### src/hw/ocm_pkg.sv
// Constants and types shared by the output compare channel.
package ocm_pkg;

   // ==========================================================================
   // Register map, byte addresses on the Avalon-MM slave.
   localparam logic [3:0]  OCM_ADDR_CTRL      = 4'h0;
   localparam logic [3:0]  OCM_ADDR_PRIMARY   = 4'h4;
   localparam logic [3:0]  OCM_ADDR_SECONDARY = 4'h8;
   localparam logic [3:0]  OCM_ADDR_STATUS    = 4'hc;
   localparam int          OCM_ADDR_W         = 4;
   localparam int          OCM_DATA_W         = 32;
   localparam int          OCM_CNT_W          = 16;

   // ==========================================================================
   // Control register fields.
   localparam int          OCM_CTRL_MODE_LSB  = 0;
   localparam int          OCM_CTRL_MODE_MSB  = 2;
   localparam int          OCM_CTRL_TSEL_BIT  = 3;
   localparam int          OCM_CTRL_FAULT_BIT = 4;

   // Status register fields.
   localparam int          OCM_STAT_PIN_BIT   = 0;
   localparam int          OCM_STAT_OE_BIT    = 1;
   localparam int          OCM_STAT_DONE_BIT  = 2;

   // ==========================================================================
   // Reset values.
   localparam logic [2:0]  OCM_MODE_RST       = 3'h0;
   localparam logic        OCM_TSEL_RST       = 1'b0;
   localparam logic [15:0] OCM_CMP_RST        = 16'h0000;

   // ==========================================================================
   // Values of the compare mode field.
   localparam logic [2:0]  OCM_MODE_OFF       = 3'h0;
   localparam logic [2:0]  OCM_MODE_LOW       = 3'h1;
   localparam logic [2:0]  OCM_MODE_HIGH      = 3'h2;
   localparam logic [2:0]  OCM_MODE_TOGGLE    = 3'h3;
   localparam logic [2:0]  OCM_MODE_SINGLE    = 3'h4;
   localparam logic [2:0]  OCM_MODE_CONT      = 3'h5;
   localparam logic [2:0]  OCM_MODE_PWM       = 3'h6;
   localparam logic [2:0]  OCM_MODE_PWM_FLT   = 3'h7;

   // Pulse generator states.
   typedef enum logic [1:0] {
      OCM_PS_WAIT,
      OCM_PS_HIGH,
      OCM_PS_DONE
   } ocm_pulse_state_t;

endpackage

### src/hw/ocm_match.sv
// Edge-qualified equality detector between a timer count and a compare value.
module ocm_match
   import ocm_pkg::*;
(
   // Clock and reset
   input  wire logic                 i_clk_sys,
   input  wire logic                 i_rst,
   input  wire logic                 i_ce,
   // Compare operands
   input  wire logic [OCM_CNT_W-1:0] i_count,
   input  wire logic [OCM_CNT_W-1:0] i_value,
   // Result
   output logic                      o_hit
);

   logic [OCM_CNT_W-1:0] prev_q;

   // =========================================================================
   // A match fires once, in the cycle after the count first equals the value.
   // A stopped timer that rests on the value therefore does not repeat it.
   always_ff @(posedge i_clk_sys or posedge i_rst) begin
      if (i_rst) begin
         prev_q <= OCM_CMP_RST;
         o_hit  <= 1'b0;
      end else if (i_ce) begin
         prev_q <= i_count;
         o_hit  <= (i_count == i_value) && (i_count != prev_q);
      end
   end

endmodule

### src/hw/ocm_channel.sv
// Output compare channel: match, pulse and buffered PWM modes with fault cut-off.
//
// Chosen here: register access over Avalon-MM and the placing of the registers.

// Function
// - Channel compares against timer_a or timer_b count, picked by timer_select.
// - timer_select resets to zero so timer_a is the timebase after reset.
// - Modes 001, 010, 011 drive the pin low, high or toggle on match.
// - Simple modes act when the selected count equals primary_compare_value.
// - In simple modes a wrap to zero without a match leaves the pin level unchanged.
// - Mode 100 gives one pulse, mode 101 a continuous pulse train.
// - Pulse starts on primary match and ends on secondary match.
// - After one single pulse, none more until mode 100 is written again.
// - Continuous mode repeats the pulse every timer cycle while selected.
// - Modes 110, 111 are PWM; primary is read-only, buffered by secondary.
// - Mode 111 with fault_input low puts the pin in high impedance at once.
// - fault_flag, control bit 4, is set when a fault occurred in mode 111.
// - Fault state holds until fault clears and PWM mode is rewritten.
module ocm_channel
   import ocm_pkg::*;
(
   // Clock, reset and clock enable
   input  wire logic                  i_clk_sys,
   input  wire logic                  i_rst,
   input  wire logic                  i_ce,
   // Avalon-MM slave
   input  wire logic [OCM_ADDR_W-1:0] i_avs_address,
   input  wire logic                  i_avs_read,
   input  wire logic                  i_avs_write,
   input  wire logic [3:0]            i_avs_byteenable,
   input  wire logic [OCM_DATA_W-1:0] i_avs_writedata,
   output logic      [OCM_DATA_W-1:0] o_avs_readdata,
   output logic                       o_avs_waitrequest,
   // Shared timer counts
   input  wire logic [OCM_CNT_W-1:0]  i_timer_a_count,
   input  wire logic [OCM_CNT_W-1:0]  i_timer_b_count,
   // Fault input, active low
   input  wire logic                  i_fault_input_n,
   // Compare output pin
   output logic                       o_compare_output_pin,
   output logic                       o_compare_output_oe
);

   // =========================================================================
   // Declarations.
   logic [2:0]           mode_q;
   logic                 tsel_q;
   logic                 fault_q;
   logic [OCM_CNT_W-1:0] primary_q;
   logic [OCM_CNT_W-1:0] secondary_q;
   logic                 pin_q;
   logic                 ack_q;
   ocm_pulse_state_t     pstate_q;
   ocm_pulse_state_t     pstate_d;
   logic [OCM_CNT_W-1:0] count_sel;
   logic                 hit_pri;
   logic                 hit_sec;
   logic                 hit_wrap;
   logic                 bus_req;
   logic                 bus_ack;
   logic                 wr_ctrl;
   logic                 wr_pri;
   logic                 wr_sec;
   logic [2:0]           wr_mode;
   logic                 is_pwm;
   logic                 is_pulse;
   logic                 pin_d;
   logic                 fault_now;

   // =========================================================================
   // Byte-lane merge of a write into a 16-bit register.
   function automatic logic [OCM_CNT_W-1:0] merge16(
      input logic [OCM_CNT_W-1:0]  old_val,
      input logic [OCM_DATA_W-1:0] wdata,
      input logic [3:0]            be
   );
      logic [OCM_CNT_W-1:0] res;
      res = old_val;
      if (be[0]) begin
         res[7:0] = wdata[7:0];
      end
      if (be[1]) begin
         res[15:8] = wdata[15:8];
      end
      return res;
   endfunction

   // Mode class decode, used by the compare value logic and the fault latch.
   function automatic logic mode_is_pwm(input logic [2:0] m);
      return (m == OCM_MODE_PWM) || (m == OCM_MODE_PWM_FLT);
   endfunction

   // =========================================================================
   // Avalon-MM handshake: every access takes exactly one wait state. The
   // acknowledge only counts while the clock enable is high, so a frozen
   // channel keeps the master waiting instead of losing its write.
   assign bus_req           = i_avs_read | i_avs_write;
   assign bus_ack           = ack_q & i_ce;
   assign o_avs_waitrequest = bus_req & ~bus_ack;

   always_ff @(posedge i_clk_sys or posedge i_rst) begin
      if (i_rst) begin
         ack_q <= 1'b0;
      end else if (i_ce) begin
         ack_q <= bus_req & ~ack_q;
      end
   end

   // Writes take effect at the edge where waitrequest is seen low.
   assign wr_ctrl = i_avs_write & bus_ack & (i_avs_address == OCM_ADDR_CTRL)
                    & i_avs_byteenable[0];
   assign wr_pri  = i_avs_write & bus_ack & (i_avs_address == OCM_ADDR_PRIMARY);
   assign wr_sec  = i_avs_write & bus_ack & (i_avs_address == OCM_ADDR_SECONDARY);
   assign wr_mode = i_avs_writedata[OCM_CTRL_MODE_MSB:OCM_CTRL_MODE_LSB];

   // =========================================================================
   // Read data register. The value is captured at the edge that first sees the
   // read and stands through the acknowledge cycle; otherwise the bus reads zero.
   always_ff @(posedge i_clk_sys or posedge i_rst) begin
      if (i_rst) begin
         o_avs_readdata <= '0;
      end else if (i_ce) begin
         o_avs_readdata <= '0;
         if (i_avs_read & ~ack_q) begin
            case (i_avs_address)
               OCM_ADDR_CTRL: begin
                  o_avs_readdata[OCM_CTRL_MODE_MSB:OCM_CTRL_MODE_LSB] <= mode_q;
                  o_avs_readdata[OCM_CTRL_TSEL_BIT]                   <= tsel_q;
                  o_avs_readdata[OCM_CTRL_FAULT_BIT]                  <= fault_q;
               end
               OCM_ADDR_PRIMARY: begin
                  o_avs_readdata[OCM_CNT_W-1:0] <= primary_q;
               end
               OCM_ADDR_SECONDARY: begin
                  o_avs_readdata[OCM_CNT_W-1:0] <= secondary_q;
               end
               OCM_ADDR_STATUS: begin
                  o_avs_readdata[OCM_STAT_PIN_BIT]  <= pin_q;
                  o_avs_readdata[OCM_STAT_OE_BIT]   <= ~fault_q;
                  o_avs_readdata[OCM_STAT_DONE_BIT] <= (pstate_q == OCM_PS_DONE);
               end
               default: begin
                  o_avs_readdata <= '0;
               end
            endcase
         end
      end
   end

   // =========================================================================
   // Control register: mode and timebase select.
   // Byte lane 0 carries the whole field; the fault flag is read only.
   always_ff @(posedge i_clk_sys or posedge i_rst) begin
      if (i_rst) begin
         mode_q <= OCM_MODE_RST;
         tsel_q <= OCM_TSEL_RST;
      end else if (wr_ctrl) begin
         mode_q <= wr_mode;
         tsel_q <= i_avs_writedata[OCM_CTRL_TSEL_BIT];
      end
   end

   // Mode classes used across the pulse and compare logic.
   assign is_pwm   = mode_is_pwm(mode_q);
   assign is_pulse = (mode_q == OCM_MODE_SINGLE) || (mode_q == OCM_MODE_CONT);

   // =========================================================================
   // Timebase select and match detection.
   // A third comparator against zero marks the period restart on which PWM
   // reloads its duty.
   assign count_sel = tsel_q ? i_timer_b_count : i_timer_a_count;

   ocm_match u_match_pri (
      .i_clk_sys (i_clk_sys),
      .i_rst     (i_rst),
      .i_ce      (i_ce),
      .i_count   (count_sel),
      .i_value   (primary_q),
      .o_hit     (hit_pri)
   );

   ocm_match u_match_sec (
      .i_clk_sys (i_clk_sys),
      .i_rst     (i_rst),
      .i_ce      (i_ce),
      .i_count   (count_sel),
      .i_value   (secondary_q),
      .o_hit     (hit_sec)
   );

   ocm_match u_match_wrap (
      .i_clk_sys (i_clk_sys),
      .i_rst     (i_rst),
      .i_ce      (i_ce),
      .i_count   (count_sel),
      .i_value   (OCM_CMP_RST),
      .o_hit     (hit_wrap)
   );

   // =========================================================================
   // Compare values. Primary is locked against software in PWM modes and
   // is reloaded from secondary at each period restart instead.
   always_ff @(posedge i_clk_sys or posedge i_rst) begin
      if (i_rst) begin
         primary_q <= OCM_CMP_RST;
      end else if (i_ce) begin
         if (is_pwm && hit_wrap) begin
            primary_q <= secondary_q;
         end else if (wr_pri && !is_pwm) begin
            primary_q <= merge16(primary_q, i_avs_writedata, i_avs_byteenable);
         end
      end
   end

   always_ff @(posedge i_clk_sys or posedge i_rst) begin
      if (i_rst) begin
         secondary_q <= OCM_CMP_RST;
      end else if (wr_sec) begin
         secondary_q <= merge16(secondary_q, i_avs_writedata, i_avs_byteenable);
      end
   end

   // =========================================================================
   // Pulse sequencer for the dual compare modes.
   // Any control write rearms a finished single pulse, and leaving the pulse
   // modes parks the sequencer in its waiting state.
   always_comb begin
      pstate_d = pstate_q;
      case (pstate_q)
         OCM_PS_WAIT: begin
            if (is_pulse && hit_pri) begin
               pstate_d = OCM_PS_HIGH;
            end
         end
         OCM_PS_HIGH: begin
            if (hit_sec) begin
               if (mode_q == OCM_MODE_SINGLE) begin
                  pstate_d = OCM_PS_DONE;
               end else begin
                  pstate_d = OCM_PS_WAIT;
               end
            end
         end
         OCM_PS_DONE: begin
            pstate_d = OCM_PS_DONE;
         end
         default: begin
            pstate_d = OCM_PS_WAIT;
         end
      endcase
      if (!is_pulse) begin
         pstate_d = OCM_PS_WAIT;
      end
      if (wr_ctrl) begin
         pstate_d = OCM_PS_WAIT;
      end
   end

   always_ff @(posedge i_clk_sys or posedge i_rst) begin
      if (i_rst) begin
         pstate_q <= OCM_PS_WAIT;
      end else if (i_ce) begin
         pstate_q <= pstate_d;
      end
   end

   // =========================================================================
   // Output pin level. The pin follows a match two edges after the count takes
   // the value: one edge in the comparator and one in the pin register.
   always_comb begin
      pin_d = pin_q;
      case (mode_q)
         OCM_MODE_OFF: begin
            pin_d = 1'b0;
         end
         OCM_MODE_LOW: begin
            if (hit_pri) begin
               pin_d = 1'b0;
            end
         end
         OCM_MODE_HIGH: begin
            if (hit_pri) begin
               pin_d = 1'b1;
            end
         end
         OCM_MODE_TOGGLE: begin
            if (hit_pri) begin
               pin_d = ~pin_q;
            end
         end
         OCM_MODE_SINGLE, OCM_MODE_CONT: begin
            pin_d = (pstate_d == OCM_PS_HIGH);
         end
         OCM_MODE_PWM, OCM_MODE_PWM_FLT: begin
            // A restart wins over a duty match in the same cycle, and a duty of
            // zero keeps the pin low for the whole period.
            if (hit_wrap) begin
               pin_d = (secondary_q != OCM_CMP_RST);
            end else if (hit_pri) begin
               pin_d = 1'b0;
            end
         end
         default: begin
            pin_d = pin_q;
         end
      endcase
   end

   // A wrap without a match leaves the level as it is in the simple modes.
   always_ff @(posedge i_clk_sys or posedge i_rst) begin
      if (i_rst) begin
         pin_q <= 1'b0;
      end else if (i_ce) begin
         pin_q <= pin_d;
      end
   end

   // =========================================================================
   // Fault latch. A low fault input in mode 111 sets it; only a rewrite of a
   // PWM mode while the input is already high releases it. Set wins.
   always_ff @(posedge i_clk_sys or posedge i_rst) begin
      if (i_rst) begin
         fault_q <= 1'b0;
      end else if (i_ce) begin
         if (fault_now) begin
            fault_q <= 1'b1;
         end else if (wr_ctrl && mode_is_pwm(wr_mode) && i_fault_input_n) begin
            fault_q <= 1'b0;
         end
      end
   end

   // =========================================================================
   // Pin drivers. The enable drops combinationally on a fault so that the
   // power stage is released in the same cycle the fault is seen; from the
   // next edge on the latch keeps it released.
   assign fault_now            = (mode_q == OCM_MODE_PWM_FLT) & ~i_fault_input_n;
   assign o_compare_output_pin = pin_q;
   assign o_compare_output_oe  = ~fault_q & ~fault_now;

endmodule

### config.mk
export PLATFORM = sky130hd
export DESIGN_NAME = ocm_channel
export DESIGN_NICKNAME = d
export VERILOG_FILES = /design/src/hw/ocm_pkg.sv /design/src/hw/ocm_match.sv /design/src/hw/ocm_channel.sv
export SDC_FILE = /design/constraint.sdc
export NUM_CORES = 1
export LEC_CHECK = 0
export ABC_AREA = 1
export BUFFER_PORTS_ARGS = -buffer_cell sky130_fd_sc_hd__buf_4
export CORE_UTILIZATION = 63
export CTS_CLUSTER_SIZE = 20
export DETAILED_ROUTE_END_ITERATION = 10
export PLACE_DENSITY = 0.93
export SLEW_MARGIN = 20
export SYNTH_ARGS = -nofsm -noshare
export SYNTH_HDL_FRONTEND = slang
export SYNTH_HIERARCHICAL = 1
export SYNTH_SLANG_ARGS = --single-unit
### constraint.sdc
create_clock -name i_clk_sys -period 5.58 [get_ports i_clk_sys]
set_clock_uncertainty 0.05 [all_clocks]
set_input_delay 0.279 -clock i_clk_sys [delete_from_list [all_inputs] [get_ports i_clk_sys]]
set_output_delay 0.279 -clock i_clk_sys [all_outputs]
set_load 0.1 [all_outputs]
* Yosys cells after proc, flatten, opt, wreduce, memory -nomap -nowiden
Cells that the tools add are included.
W data, S select, Z words.
** Storage, ports and cells
- Bits in registers :: 92
- Output and inout port bits :: 35
** Operators by class
- Equal/unequal tests :: 20
- Mux-type cells :: 22
- Bitwise operators :: 18
- Reductions and logical operators :: 29
** Operators by type and width (number)
- $mux W16 :: 4
- $eq A16 B16 Y1 :: 2
- $pmux W11 S2 :: 1
- $eq A3 B3 Y1 const B :: 6
- $logic_not A16 Y1 :: 1
- $mux W8 :: 2
- $ne A16 B16 Y1 :: 1
- $reduce_bool A16 Y1 :: 1
- $pmux W2 S3 :: 2
- $pmux W3 S4 :: 1
- $and A1 B1 Y1 :: 11
- $mux W2 :: 5
- $reduce_and A3 Y1 :: 3
- $eq A4 B4 Y1 const B :: 2
- $logic_and A1 B1 Y1 :: 8
- $reduce_bool A2 Y1 :: 4
- $eq A3 B2 Y1 const B :: 2
- $mux W1 :: 6
- $not A1 Y1 :: 6
- $pmux W1 S6 :: 1
- $reduce_and A2 Y1 :: 3
- $eq A2 B1 Y1 const B :: 2
- $eq A4 B3 Y1 const B :: 1
- $logic_not A4 Y1 :: 1
- other kinds (9) :: 13

* Longest topological paths before layout
- Word-level depth :: 9
- Gate-level depth with buffers :: 12
- Mapped depth without buffers :: 11

* Cells and area by module
The synthesis kept the hierarchy.
** Modules (own cells, without submodules)
- ocm_match :: times used 3, cells each 202, area each 1182.4 um^2
- ocm_channel :: times used 1, cells each 402, area each 3289.4 um^2

* Worst setup path before layout
Ideal clock, no wire load.
- Path type :: in2out
- Start point :: input port i_ce
- End point :: output port o_avs_waitrequest
- Data arrival time :: 2075 ps
- Required time :: 5251 ps
- Slack :: 3176 ps
- Cell stages on the path :: 3
- Buffers on the path :: 2
- Cells stage by stage :: buf_4 -> buf_2 -> a21oi_1
** On the way
- Cells in the longest elaborated chain, start to end :: 3
** RTL lines
- start, declared :: RTL line ocm_channel.sv:25 : input wire logic i_ce,
- $and A1 B1 Y1 :: RTL line ocm_channel.sv:98 : assign bus_ack = ack_q & i_ce;
- $not A1 Y1 :: RTL line ocm_channel.sv:99 : assign o_avs_waitrequest = bus_req & ~bus_ack;
- $and A1 B1 Y1 :: RTL line ocm_channel.sv:99
- end, declared :: RTL line ocm_channel.sv:33 : output logic o_avs_waitrequest,
No other way between the ends.

* Worst setup path in the final report
- Start point :: register tsel_q
- End point :: register u_match_sec.o_hit
** On the way
- Cells in the longest elaborated chain, start to end :: 3
- Elaborated cells between the ends (all ways) :: 4
- Classes of those cells :: eq/ne (2); mux (1); reduce/logical (1)
** RTL lines
- start, declared :: RTL line ocm_channel.sv:47 : logic tsel_q;
- start signal, assigned :: RTL line ocm_channel.sv:159 : tsel_q <= i_avs_writedata[OCM_CTRL_TSEL_BIT];
- $mux W16 (*) :: RTL line ocm_channel.sv:171 : assign count_sel = tsel_q ? i_timer_b_count : i_timer_a_count;
- net count_sel[10] :: RTL line ocm_channel.sv:55 : logic [OCM_CNT_W-1:0] count_sel;
- $eq A16 B16 Y1 / $ne A16 B16 Y1 (equally long branches) :: RTL line ocm_match.sv:27 : o_hit <= (i_count == i_value) && (i_count != prev_q);
- $logic_and A1 B1 Y1 (*) :: RTL line ocm_match.sv:27
- end signal, assigned :: RTL line ocm_match.sv:27
- end, declared :: RTL line ocm_match.sv:13 : output logic o_hit
The timed path passes the listed nets; every way through them passes the cells marked *.
A chain may end at the register's enable or synchronous reset.

==> results.yml <==
yosys:
  syn_area_um2: 6837
  synth-main-ff-cell: "dfrtp_1"
  yosys_warnings: 6
  yosysSeqAreaShare: 0.3953
  syn_inst: 1008
  synth-seq-cells: 108
  synth-edff-count: 0
  synth_area_leader_cell: "dfrtp_1"
  async_flop_share: 1.000
  ys_top_cells_by_area: "dfrtp_1, nand2_1, inv_1"
  avgSynthCellArea_um2: 6.782
  ys_types: 32
  yosysTopAreaCellShare: 0.3953
final_layout:
  area_growth_pct: 12.94
  final_common_cell: "nand2_1"
  diodes: 0
  final_cell_mix: "nand2_1, inv_1, dfrtp_1"
  drive_gt1_frac: 0.1196
  final_util: 0.7413
  fin_nets: 1178
  fillCellCount: 811
clock_tree:
  htree_levels: 3
  clockRootBuffer: "clkbuf_8"
  cts_resized: 0
  clk_path_buf_depth: 2
  cts_buffers: 9
  clkTransAtPathRegs_ns: 0.10
  clkLatencyLatePin_ns: 0.38
  clock_sinks: 108
  cts_tree: "done"
floorplan:
  die_area_um2: 11270
  dieHeight_um: 106.2
  die_w_um: 106.2
  start_util: 0.6563
  core-area_um2: 10420
  io_pins: 113
  rows: 37
sta:
  timing.final.crit_share: 0.4175
  clock.fmax_mhz: 429.2
  slew_violations: 0
  layout_setup_ws_ns: 3.250
  fin_crit_ns: 2.330
  whs_ns: 0.1031
  worst_pin_slew_ns: 0.9119
  tns_ns: 0
  setup-violations-final: 0
  timing.slew.headroom: 0.3921
  finalHoldViolations: 0
  rsz0062_at_grt: "false"
global_routing:
  grt_pass1_wl_um: 26700
  antenna_found_initial: 0
  track_usage: 0.3000
  grt_max_degree: 107
  grt_pass1_vias: 5879
  overflow: 0
critical_path:
  cp-startpoint: "tsel_q"
  regToRegSetupSlack_ns: 3.25
  crit_end: "u_match_sec/o_hit"
  critPathRequiredTime_ns: 5.80
  start_kind: "register"
  crit_arrival_ns: 2.55
  r2r_end: "u_match_sec/o_hit"
  endpoint_kind: "register"
  crit_fanout: 18
  crit_type: "register to register"
  reg2regPathDepth: 9
  r2r_start: "tsel_q"
power:
  leakagePower_nw: 4.336
  finalPower_mw: 1.847
  ir_drop_uv: 155.1
  power_density_nw_per_um2: 239.2
detailed_routing:
  drtIter0Drc: 550
  antenna_left: 0
  vias: 6481
  via_per_inst: 5.227
  drc: 0
  routed_wl_um: 15930
  wl_per_cell_um: 12.85
  first_pass_iters: 5
worst_hold_path:
  min_path_type: "primary input to register"
status:
  outcome: "finished, final reports clean"
placed_design:
  hpwl_um: 11430
  routabilityCongestion: 0.8944
  post-place-ws_ns: 3.293
  port_buffers: 78
flow_run:
  maxCapViolCount: 0
[registers in the layout (all words and copies together) (netlist names)]
name / count
u_match_sec/prev_q: 16
o_compare_output_pin: 1
u_match_wrap/o_hit: 1
tsel_q: 1
u_match_pri/o_hit: 1
secondary_q: 16
o_avs_readdata: 16
pstate_q: 2
u_match_wrap/prev_q: 16
u_match_pri/prev_q: 16
fault_q: 1
u_match_sec/o_hit: 1
mode_q: 3
ack_q: 1
primary_q: 16
[timing repair]
| action | CTS | global route |
|---|---|---|
| hold endpoints to repair | 10 | 0 |
| buffers inserted | 0 | 0 |
| hold buffers | 1 | 0 |
[worst min path at each step]
stage | startpoint | cells past startpoint | end
floorplan | i_rst | 1 | u_match_pri/o_hit
global placement | i_rst | 2 | u_match_wrap/prev_q[3]
detailed placement | i_rst | 2 | u_match_sec/prev_q[0]
CTS | i_avs_writedata[8] | 3 | secondary_q[8]
global route | i_avs_writedata[9] | 3 | secondary_q[9]
finish | i_avs_writedata[8] | 3 | secondary_q[8]
[final cells by class]
| cell class | count | area (um2) | share of cell area |
|---|---|---|---|
| Tap cell | 136 | 170.2 | 0.02204 |
| Sequential cell | 108 | 2703 | 0.3500 |
| Inverter | 167 | 626.9 | 0.08119 |
| Clock inverter | 4 | 56.30 | 0.007292 |
| Clock buffer | 11 | 151.4 | 0.01961 |
| Timing Repair Buffer | 81 | 610.6 | 0.07908 |
| Multi-Input combinational cell | 733 | 3403 | 0.4408 |
[stage by stage]
step | std cells | cell area (um2)
after floorplan | 1048 | 6987
after global placement | 1224 | 7503
after detailed placement | 1224 | 7503
after CTS | 1240 | 7721
after global routing | 1240 | 7721
final | 1240 | 7721
[critical path: stages (launching register included)]
cell and delay (ns):
dfrtp_1 0.87, mux2_2 0.52, nand2_1 0.11, nand2_1 0.07
nor2_1 0.15, nand2_1 0.08, nor2_1 0.10, nand2_1 0.07
nand3_1 0.12, nand2_1 0.06
[kinds of logic after synthesis]
kind of cell / Yosys count / synth area share
compound gates: 144 / 0.1135
other cells: 1 / 0.0005485
xor+xnor: 18 / 0.02306
mux: 16 / 0.02635
simple gates: 514 / 0.3124
flops: 108 / 0.3953
buf+inv: 207 / 0.1288
[Yosys cell counts, types with 5 or more instances]
library cell,instances
a21oi_1,18
a22o_1,11
buf_2,8
buf_4,18
clkbuf_1,11
dfrtp_1,108
inv_1,161
inv_2,5
mux2_2,16
nand2_1,390
nand3_1,15
nand3_4,5
nand4_1,17
nor2_1,72
nor3_1,5
o21ai_0,100
o21ai_1,6
o22ai_1,6
xnor2_1,15
[per-layer routing]
layer / track usage / up-vias / wire length [um]
met5: 0 / - / 0
li1: - / 3221 / -
met4: 0.1359 / 0 / 476
met3: 0.03556 / 37 / 1070
met2: 0.4958 / 264 / 7703
met1: 0.3963 / 2959 / 6680
[where the power goes]
group          internal (mW)  total [mW]  switching [mW]
sequential             0.842       0.895          0.0526
clock                  0.234       0.510           0.276
combinational          0.139       0.443           0.304
Note: power is estimated with default switching activity, not from simulation.
